`config.mk`:
```
export PLATFORM = sky130hd
export DESIGN_NAME = shared_function_port_pins
export DESIGN_NICKNAME = d
export VERILOG_FILES = /design/src/logic/port_pins_pkg.sv /design/src/logic/shared_function_port_pins.sv
export VERILOG_INCLUDE_DIRS = /design/src /design/src/logic
export SDC_FILE = /design/constraint.sdc
export NUM_CORES = 1
export LEC_CHECK = 0
export BUFFER_PORTS_ARGS = -buffer_cell sky130_fd_sc_hd__buf_4
export CAP_MARGIN = 20
export CORE_ASPECT_RATIO = 1.75
export CORE_MARGIN = 2
export CORE_UTILIZATION = 23
export DETAILED_ROUTE_END_ITERATION = 10
export SYNTH_ARGS = -nofsm -noshare
export SYNTH_HDL_FRONTEND = slang
export SYNTH_SLANG_ARGS = --single-unit
export TNS_END_PERCENT = 30
```
`constraint.sdc`:
```
create_clock -name clk -period 2.6 [get_ports clk]
set_clock_uncertainty 0.15 [all_clocks]
set_input_delay 0 -clock clk [delete_from_list [all_inputs] [get_ports clk]]
set_output_delay 0 -clock clk [all_outputs]
set_load 0.05 [all_outputs]
```
`src/logic/port_pins_defines.svh`:
```
// constants for the shared-function port pins: addresses, reset values
`ifndef PORT_PINS_DEFINES_SVH
`define PORT_PINS_DEFINES_SVH

// ----------------------------------------------------------------
// port addresses for output and input instructions
// ----------------------------------------------------------------
`define ADDR_FIRST_PORT 5'h04
`define ADDR_SECOND_PORT 5'h05

// ----------------------------------------------------------------
// latch reset values and fixed read bits
// ----------------------------------------------------------------
`define FIRST_LATCH_RESET 3'h7
`define SECOND_LATCH_RESET 4'hF
`define READ_ONE 1'h1

// ----------------------------------------------------------------
// field positions
// ----------------------------------------------------------------
`define FIRST_BAR_BIT 2
`define SECOND_OSC_OUT_BIT 3
`define SECOND_OSC_IN_BIT 2
`define SECOND_SYNC_BIT 1
`define SECOND_BAR_BIT 0

`endif

```
`src/logic/port_pins_pkg.sv`:
```
// types shared by the shared-function port pins block
package port_pins_pkg;

	// port access from the core: one instruction per strobe
	typedef struct packed {
		logic wr;        // output instruction strobe
		logic rd;        // input instruction strobe
		logic [4:0] addr; // port address
		logic [3:0] data; // write data
	} io_req_s;

	// one group of open-drain / push-pull pin drivers
	typedef struct packed {
		logic [3:0] out; // driven level
		logic [3:0] oe;  // high while driving
	} pin_drive_s;

endpackage

```
`src/logic/shared_function_port_pins.sv`:
```
// two latched shared-function i/o ports with bar, resonator and sync uses
`timescale 1ns/1ns
`include "port_pins_defines.svh"

module shared_function_port_pins (
	input wire logic clk, // core clock, 50 MHz
	input wire logic rst, // synchronous reset, active high
	input wire port_pins_pkg::io_req_s io_req, // port instruction
	output logic [3:0] io_rdata, // input instruction data
	output logic io_rvalid, // read data valid pulse
	input wire logic [2:0] first_pin_in, // first port pin levels
	output logic [2:0] first_pin_out, // first port drive level
	output logic [2:0] first_pin_oe, // first port drive enable
	input wire logic [3:0] second_pin_in, // second port pin levels
	output port_pins_pkg::pin_drive_s second_pin, // second port drivers
	input wire logic overlay_master_enable, // overlay on
	input wire logic bar_output_0_select, // bar 0 routed to pin
	input wire logic bar_output_1_select, // bar 1 routed to pin
	input wire logic bar_output_0, // bar 0 video from engine
	input wire logic bar_output_1, // bar 1 video from engine
	input wire logic resonator_drive, // resonator amplifier output
	output logic overlay_resonator_in, // resonator pin level to engine
	output logic line_sync_in // horizontal sync level to counter
);

	// ------------------------------------------------------------
	// state
	// ------------------------------------------------------------
	logic [2:0] first_q;
	logic [3:0] second_q;
	logic [2:0] first_out_d, first_oe_d;
	port_pins_pkg::pin_drive_s second_d;
	logic [3:0] rdata_d;

	// open-drain plain pin: released while latch is one
	function automatic logic od_enable(input logic latch);
		od_enable = ~latch;
	endfunction

	// ------------------------------------------------------------
	// decode
	// ------------------------------------------------------------
	wire hit_first = io_req.addr == `ADDR_FIRST_PORT;
	wire hit_second = io_req.addr == `ADDR_SECOND_PORT;
	wire wr_first = io_req.wr & hit_first;
	wire wr_second = io_req.wr & hit_second;
	wire rd_any = io_req.rd & (hit_first | hit_second);
	// selects count only under the master enable
	wire bar0_on = overlay_master_enable & bar_output_0_select;
	wire bar1_on = overlay_master_enable & bar_output_1_select;
	wire osc_on = overlay_master_enable;

	// port latches; reset sets every bit so pins come up released
	always_ff @(posedge clk) begin
		if (rst) begin
			first_q <= `FIRST_LATCH_RESET;
			second_q <= `SECOND_LATCH_RESET;
		end else begin
			if (wr_first) begin
				first_q <= io_req.data[2:0];
			end
			if (wr_second) begin
				second_q <= io_req.data;
			end
		end
	end

	// first port drivers; bar video gated by the latch for bar height
	always_comb begin
		first_out_d = 3'h0;
		first_oe_d[1:0] = {od_enable(first_q[1]), od_enable(first_q[0])};
		first_oe_d[2] = od_enable(first_q[2]);
		if (bar0_on) begin
			first_out_d[2] = bar_output_0 & first_q[2];
			first_oe_d[2] = 1'h1;
		end
	end

	// second port drivers: resonator pair, sync input, bar 1
	always_comb begin
		second_d.out = 4'h0;
		second_d.oe = ~second_q;
		if (osc_on) begin
			// latches must stay one here, so they are not consulted
			second_d.out[3] = resonator_drive;
			second_d.oe[3] = 1'h1;
			second_d.oe[2] = 1'h0;
		end
		if (bar1_on) begin
			second_d.out[0] = bar_output_1 & second_q[0];
			second_d.oe[0] = 1'h1;
		end
	end

	// read data mux; fixed ones mask pins lent to the overlay
	always_comb begin
		if (hit_first) begin
			rdata_d = {`READ_ONE, first_pin_in};
			if (bar0_on) begin
				rdata_d[`FIRST_BAR_BIT] = `READ_ONE;
			end
		end else if (osc_on) begin
			rdata_d = {2'h3, second_pin_in[1], 1'h1};
		end else begin
			rdata_d = second_pin_in;
		end
	end

	// registered outputs; one cycle from latch change to pin
	always_ff @(posedge clk) begin
		if (rst) begin
			first_pin_out <= 3'h0;
			first_pin_oe <= 3'h0;
			second_pin <= '0;
			io_rdata <= 4'h0;
			io_rvalid <= 1'h0;
			overlay_resonator_in <= 1'h0;
			line_sync_in <= 1'h0;
		end else begin
			first_pin_out <= first_out_d;
			first_pin_oe <= first_oe_d;
			second_pin <= second_d;
			io_rvalid <= rd_any;
			if (rd_any) begin
				io_rdata <= rdata_d;
			end
			overlay_resonator_in <= second_pin_in[`SECOND_OSC_IN_BIT];
			line_sync_in <= second_pin_in[`SECOND_SYNC_BIT];
		end
	end

	// ------------------------------------------------------------
	// checks
	// ------------------------------------------------------------
	latch_reset_a: assert property (@(posedge clk)
		$past(rst) && !rst
		|-> first_q == `FIRST_LATCH_RESET && second_q == `SECOND_LATCH_RESET)
		else $error("latches not one after reset");
	bar0_pin_a: assert property (@(posedge clk) disable iff (rst)
		bar0_on |=> first_pin_oe[2]
		&& first_pin_out[2] == $past(bar_output_0 & first_q[2]))
		else $error("bar 0 not on first bit 2");
	bar0_read_a: assert property (@(posedge clk) disable iff (rst)
		io_req.rd && hit_first && bar0_on |=> io_rdata[2])
		else $error("bar 0 pin read not one");
	bit3_read_a: assert property (@(posedge clk) disable iff (rst)
		io_req.rd && hit_first |=> io_rvalid && io_rdata[3])
		else $error("first bit 3 read not one");
	osc_pins_a: assert property (@(posedge clk) disable iff (rst)
		osc_on |=> second_pin.oe[3:2] == 2'h2)
		else $error("resonator pins wrong");
	bar1_pin_a: assert property (@(posedge clk) disable iff (rst)
		bar1_on && !bar_output_1 |=> second_pin.oe[0] && !second_pin.out[0])
		else $error("bar 1 not on second bit 0");
	second_read_a: assert property (@(posedge clk) disable iff (rst)
		io_req.rd && hit_second && osc_on
		|=> io_rdata == {2'h3, $past(second_pin_in[1]), 1'h1})
		else $error("overlay read of second port wrong");
	write_first_a: assert property (@(posedge clk) disable iff (rst)
		wr_first ##1 !bar0_on |=> first_pin_oe == ~$past(first_q))
		else $error("write at first port address lost");
	plain_pin_a: assert property (@(posedge clk) disable iff (rst)
		!osc_on && !bar1_on |=> second_pin.oe == ~$past(second_q)
		&& second_pin.out == 4'h0)
		else $error("plain pin drive wrong");

	// ------------------------------------------------------------
	// checks on latches, plain reads, refused addresses and overlay pins
	// ------------------------------------------------------------
	// a stray strobe must never disturb the first latch
	latch_hold_a: assert property (
		@(posedge clk) disable iff (rst)
		!wr_first |=> first_q == $past(first_q))
		else $error("first latch moved without a write");
	// all four second-port bits are written, none masked
	second_write_a: assert property (
		@(posedge clk) disable iff (rst)
		wr_second |=> second_q == $past(io_req.data))
		else $error("second latch write lost");
	// select cleared: bit 2 falls back to the open-drain latch
	bar0_off_a: assert property (
		@(posedge clk) disable iff (rst)
		!bar0_on |=> first_pin_oe[2] == !$past(first_q[2]) && !first_pin_out[2])
		else $error("first bit 2 not plain with bar 0 off");
	// plain first-port read shows the live pins under the fixed bit 3
	first_read_a: assert property (
		@(posedge clk) disable iff (rst)
		io_req.rd && hit_first && !bar0_on
		|=> io_rdata == {`READ_ONE, $past(first_pin_in)})
		else $error("plain first port read wrong");
	// overlay off: nothing masks the second-port pins
	second_plain_a: assert property (
		@(posedge clk) disable iff (rst)
		io_req.rd && hit_second && !osc_on |=> io_rdata == $past(second_pin_in))
		else $error("plain second port read wrong");
	// unmapped addresses and idle cycles give no answer
	no_answer_a: assert property (
		@(posedge clk) disable iff (rst)
		!rd_any |=> !io_rvalid)
		else $error("read answer without a mapped read");
	// the amplifier owns bit 3 while the overlay runs
	osc_drive_a: assert property (
		@(posedge clk) disable iff (rst)
		osc_on |=> second_pin.out[3] == $past(resonator_drive))
		else $error("resonator drive not on second bit 3");
	// sync and resonator levels pass one cycle late to the engine
	sync_copy_a: assert property (
		@(posedge clk) disable iff (rst)
		osc_on |=> line_sync_in == $past(second_pin_in[`SECOND_SYNC_BIT])
		&& overlay_resonator_in == $past(second_pin_in[`SECOND_OSC_IN_BIT]))
		else $error("sync or resonator level not passed on");

endmodule

```
# Yosys cells after proc, flatten, opt, wreduce, memory -nomap -nowiden
# Cells that the tools add are included.
[classes]
n_addsub = 0
mul = 0
n_div = 0
n_lt_le_gt_ge = 0
n_eq_ne = 2
shifts = 0
n_mux = 6
n_bitwise = 15
reduce_logical = 4
[op_table]
columns = ["cell", "count"]
rows = [
  ["$eq 5x3->1 const B", 2],
  ["$mux 4", 2],
  ["$reduce_or 2->1", 4],
  ["$and 1x1->1", 7],
  ["$not 1->1", 6],
  ["$not 4->4", 1],
  ["$mux 1", 3],
  ["$mux 2", 1],
  ["$or 1x1->1", 1],
]
[word_totals]
ff_bits = 28
latch_bits = 0
ramBits = 0
rom_bits = 0
input_bits = 26
output_inout_bits = 21
elab_cells = 41
mem_count = 0

# Logic depth before layout (Yosys ltp)
[logic_depth]
ltp_word = 3
depth_mapped = 4
ltp_nobuf = 3

# Least setup slack after synthesis
# No wires, ideal clock.
[synth_timing]
path_type = "input -> register"
startpoint = "input port io_req[7] in the netlist's numbering"
endpoint = "register io_rdata[0]"
setup_time_ps = 70
arrival_ps = 1137
t_required_ps = 2380
path_slack_ps = 1242
stages = 4
path_buffers = 1
path_cell_list = "or3b_1 > buf_2 > or4_1 > a21oi_1"
[synth_via]
elab_chain_cells = 3
elab_cells_between_ends = 5
classes_between = "eq/ne (2); mux (1); bitwise (2)"
[synth_rtl]
columns = ["item", "line_no", "source"]
rows = [
  ["from (decl)", "shared_function_port_pins.sv:8", "input wire port_pins_pkg::io_req_s io_req,"],
  ["$eq 5x3->1 (no line)", "-", ""],
  ["$or 1x1->1", "shared_function_port_pins.sv:47", "wire rd_any = io_req.rd & (hit_first | hit_second);"],
  ["$and 1x1->1", "shared_function_port_pins.sv:47", ""],
  ["to (signal assigned)", "shared_function_port_pins.sv:125", "io_rdata <= rdata_d;"],
  ["to (decl)", "shared_function_port_pins.sv:9", "output logic [3:0] io_rdata,"],
]
# Parallel ways exist; a longest one is shown, timed or not.
# A chain may end at the register's enable or synchronous reset.

# Final worst setup path
[layout_timing]
startpoint = "input port io_req[7] in the netlist's numbering"
endpoint = "register first_q[2]"
[layout_via]
elab_chain_cells = 2
[layout_rtl]
columns = ["item", "line_no", "source"]
rows = [
  ["$eq 5x3->1 (no line)", "-", ""],
  ["$and 1x1->1", "shared_function_port_pins.sv:45", "wire wr_first = io_req.wr & hit_first;"],
  ["to (signal assigned)", "shared_function_port_pins.sv:56", "first_q <= `FIRST_LATCH_RESET;"],
  ["to (signal assigned)", "shared_function_port_pins.sv:60", "first_q <= io_req.data[2:0];"],
  ["to (decl)", "shared_function_port_pins.sv:29", "logic [2:0] first_q;"],
]
# No other way between the ends.

==> reports/metrics.cfg <==
[worst_setup_path]
cp-start-kind=primary input
path_class=in2reg
critPathArrivalTime_ps=2470
cp_max_fo=8
end_kind=register
worst_ep_required_time_ps=2650

[sta]
report.final.slew_viol_count=0
setup_viol=0
period_minus_slack_ps=2410
max_slew_margin=0.655
rsz0062_at_grt=false
worst_pin_slew_ps=513
worst_slack_ps=185
fin_setup_tns_ps=0
period_share=0.929
finalHoldViolCount=0
fmax_mhz=414

[route]
ant_nets=0
drt_pass1_iterations=3
drc=0
wl_per_cell_um=11.3
vias=871
totalWireLength_um=2340
drt_iter0_drc=11
via_per_inst=4.21

[power]
pwr-share-seq=0.520
ir_drop_mv=0.223
powerDensity_nw_per_um2=468
power_frac_clock=0.288
p_leak_nw=0.672
p_int_uw=546
combPwrFrac=0.193
p_switching_uw=181
swShare=0.249

[global_routing]
antenna_found_initial=0
grt_max_degree=24
grt_overflow=0
grt_pass1_vias=900
grt_pass1_wl_um=3640
grt.total_usage=0.109

[run]
drv_cap=0

[die]
core_area_um2=3660
start_util=0.241
die_h_um=86.0
ioPinCount=47
die_area_um2=4370
die_w_um=50.8
rows=29

[worst_hold_path]
hold_class=in2reg

[yosys]
syn_avg_cell_area_um2=9.60
yosysSeqAreaShare=0.544
synth_edf_count=0
syn_inst=92
ys_warn_count=0
syn_area_um2=883
yosysUniqueCellTypes=22
synth_top_area_cell=dfxtp_1
async_flop_share=0
synthTopCellsByCount=dfxtp_1, nor2_1, mux2i_1
yosysMostFrequentCell=dfxtp_1
synth-seq-cells=24
ys.flop_type=dfxtp_1
synth_top_area_frac=0.544
yosys-top-cells-area=dfxtp_1, mux2i_1, nor2_1

[clock_network]
cts_hold_buf=29
cts.sinks=24
cts_buffer_depth=2
cts_resized=0
cts_setup_buffers=0
cts.clk_slew.worst_paths_ps=80
clk_latency_ps=260
htreeDepth=1
cts_tree=yes
cts_root_buf=clkbuf_8
cts_buffers=3

[layout]
drive_gt1_frac=0.286
fillCellCount=368
multi_input_area_um2=357
diodes=0
regArea_um2=480
fin_nets=189
area_delta_synth_final_pct=75.8

[run_status]
status=completed

[placement]
place_hpwl_um=1630
port_buffers=42
dp_slack_ps=1050
gp_congestion=0.662

-- kinds of logic (layout without fill, tap and decap cells) --
kind of cell           count (synthesis)  in the layout  share of synthesized area
flip-flops                            24             24                      0.544
AND/OR/NAND/NOR                       34             34                      0.195
other                                  1              4                    0.00425
multiplexers                           9              9                      0.102
AO/OA/AOI/OAI                         13             13                     0.0892
buffers and inverters                 11             77                     0.0651
-- metal layers --
metal	vias to the layer above	GRT usage	part of all wire
li1	439	-	-
met1	408	0.101	0.38
met2	22	0.212	0.57
met3	2	0.0139	0.033
met4	0	0.0688	0.016
met5	-	0	0
-- cells in the final DEF (no fill, tap or decap) --
cell and n:
buf_4 42, or3b_1 1, or4_1 1, nor2_1 15
inv_1 3, nor3_2 1, nor3_1 4, nand2b_1 3
o21ai_0 3, nor3b_1 2, a311oi_1 1, a21oi_1 7
a2111o_1 1, conb_1 4, clkbuf_8 3, dlygate4sd3_1 29
nand3_1 2, nor2b_1 3, mux2i_1 9, nand2_1 2
o311ai_0 1, dfxtp_1 24
-- power by group through the flow --
stage | logic, mW | clock network [mW] | registers [mW]
6_report | 0.140 | 0.209 | 0.377
5_1_grt | 0.149 | 0.232 | 0.378
4_1_cts | 0.140 | 0.213 | 0.377
3_5_place_dp | 0.110 | 0 | 0.386
3_3_place_gp | 0.109 | 0 | 0.386
2_1_floorplan | 0.0425 | 0 | 0.410
-- worst max-delay path, cell delays in order --
cell and delay, ps:
dlygate4sd3_1 540, buf_4 140, or3b_1 490, nor3_1 490
mux2i_1 250, dlygate4sd3_1 570
-- layout make-up --
type	count	share of cell area
Sequential cell	24	0.309
Inverter	3	0.00725
Multi-Input combinational cell	60	0.230
Tap cell	46	0.0371
Timing Repair Buffer	71	0.390
Clock buffer	3	0.0266
-- state kept, by name, indices dropped and copies added, names as in the netlist --
signal	flops
second_pin	6
io_rdata	4
second_q	4
first_pin_oe	3
first_q	3
first_pin_out	1
io_rvalid	1
line_sync_in	1
overlay_resonator_in	1
-- path summary, 6_finish.rpt --
path | from | to | slack, ps | cells past startpoint
worst max register to register | io_rdata[1]$_SDFFE_PP0P_ | io_rdata[1]$_SDFFE_PP0P_ | 1210 | 3
worst max-delay path | io_req[7] | first_q[2]$_SDFFE_PP1P_ | 190 | 6
worst min-delay path | io_req[4] | first_q[0]$_SDFFE_PP1P_ | 2 | 3
worst min register to register | second_q[1]$_SDFFE_PP1P_ | second_pin[1]$_SDFF_PP0_ | 260 | 1
-- stage by stage --
step / hold slack, ps / total power, mW / std cells / utilization / area (µm²)
finish: 2.31 / 0.726 / 207 / 0.424 / 1550
global route: 4.43 / 0.760 / 207 / 0.424 / 1550
CTS: 8.51 / 0.730 / 207 / 0.424 / 1550
detailed placement: 83.4 / 0.496 / 175 / 0.333 / 1220
global placement: 65.5 / 0.495 / 175 / 0.333 / 1220
floorplan: -73.2 / 0.453 / 95 / - / 895
Note: power is estimated with default switching activity, not from simulation.
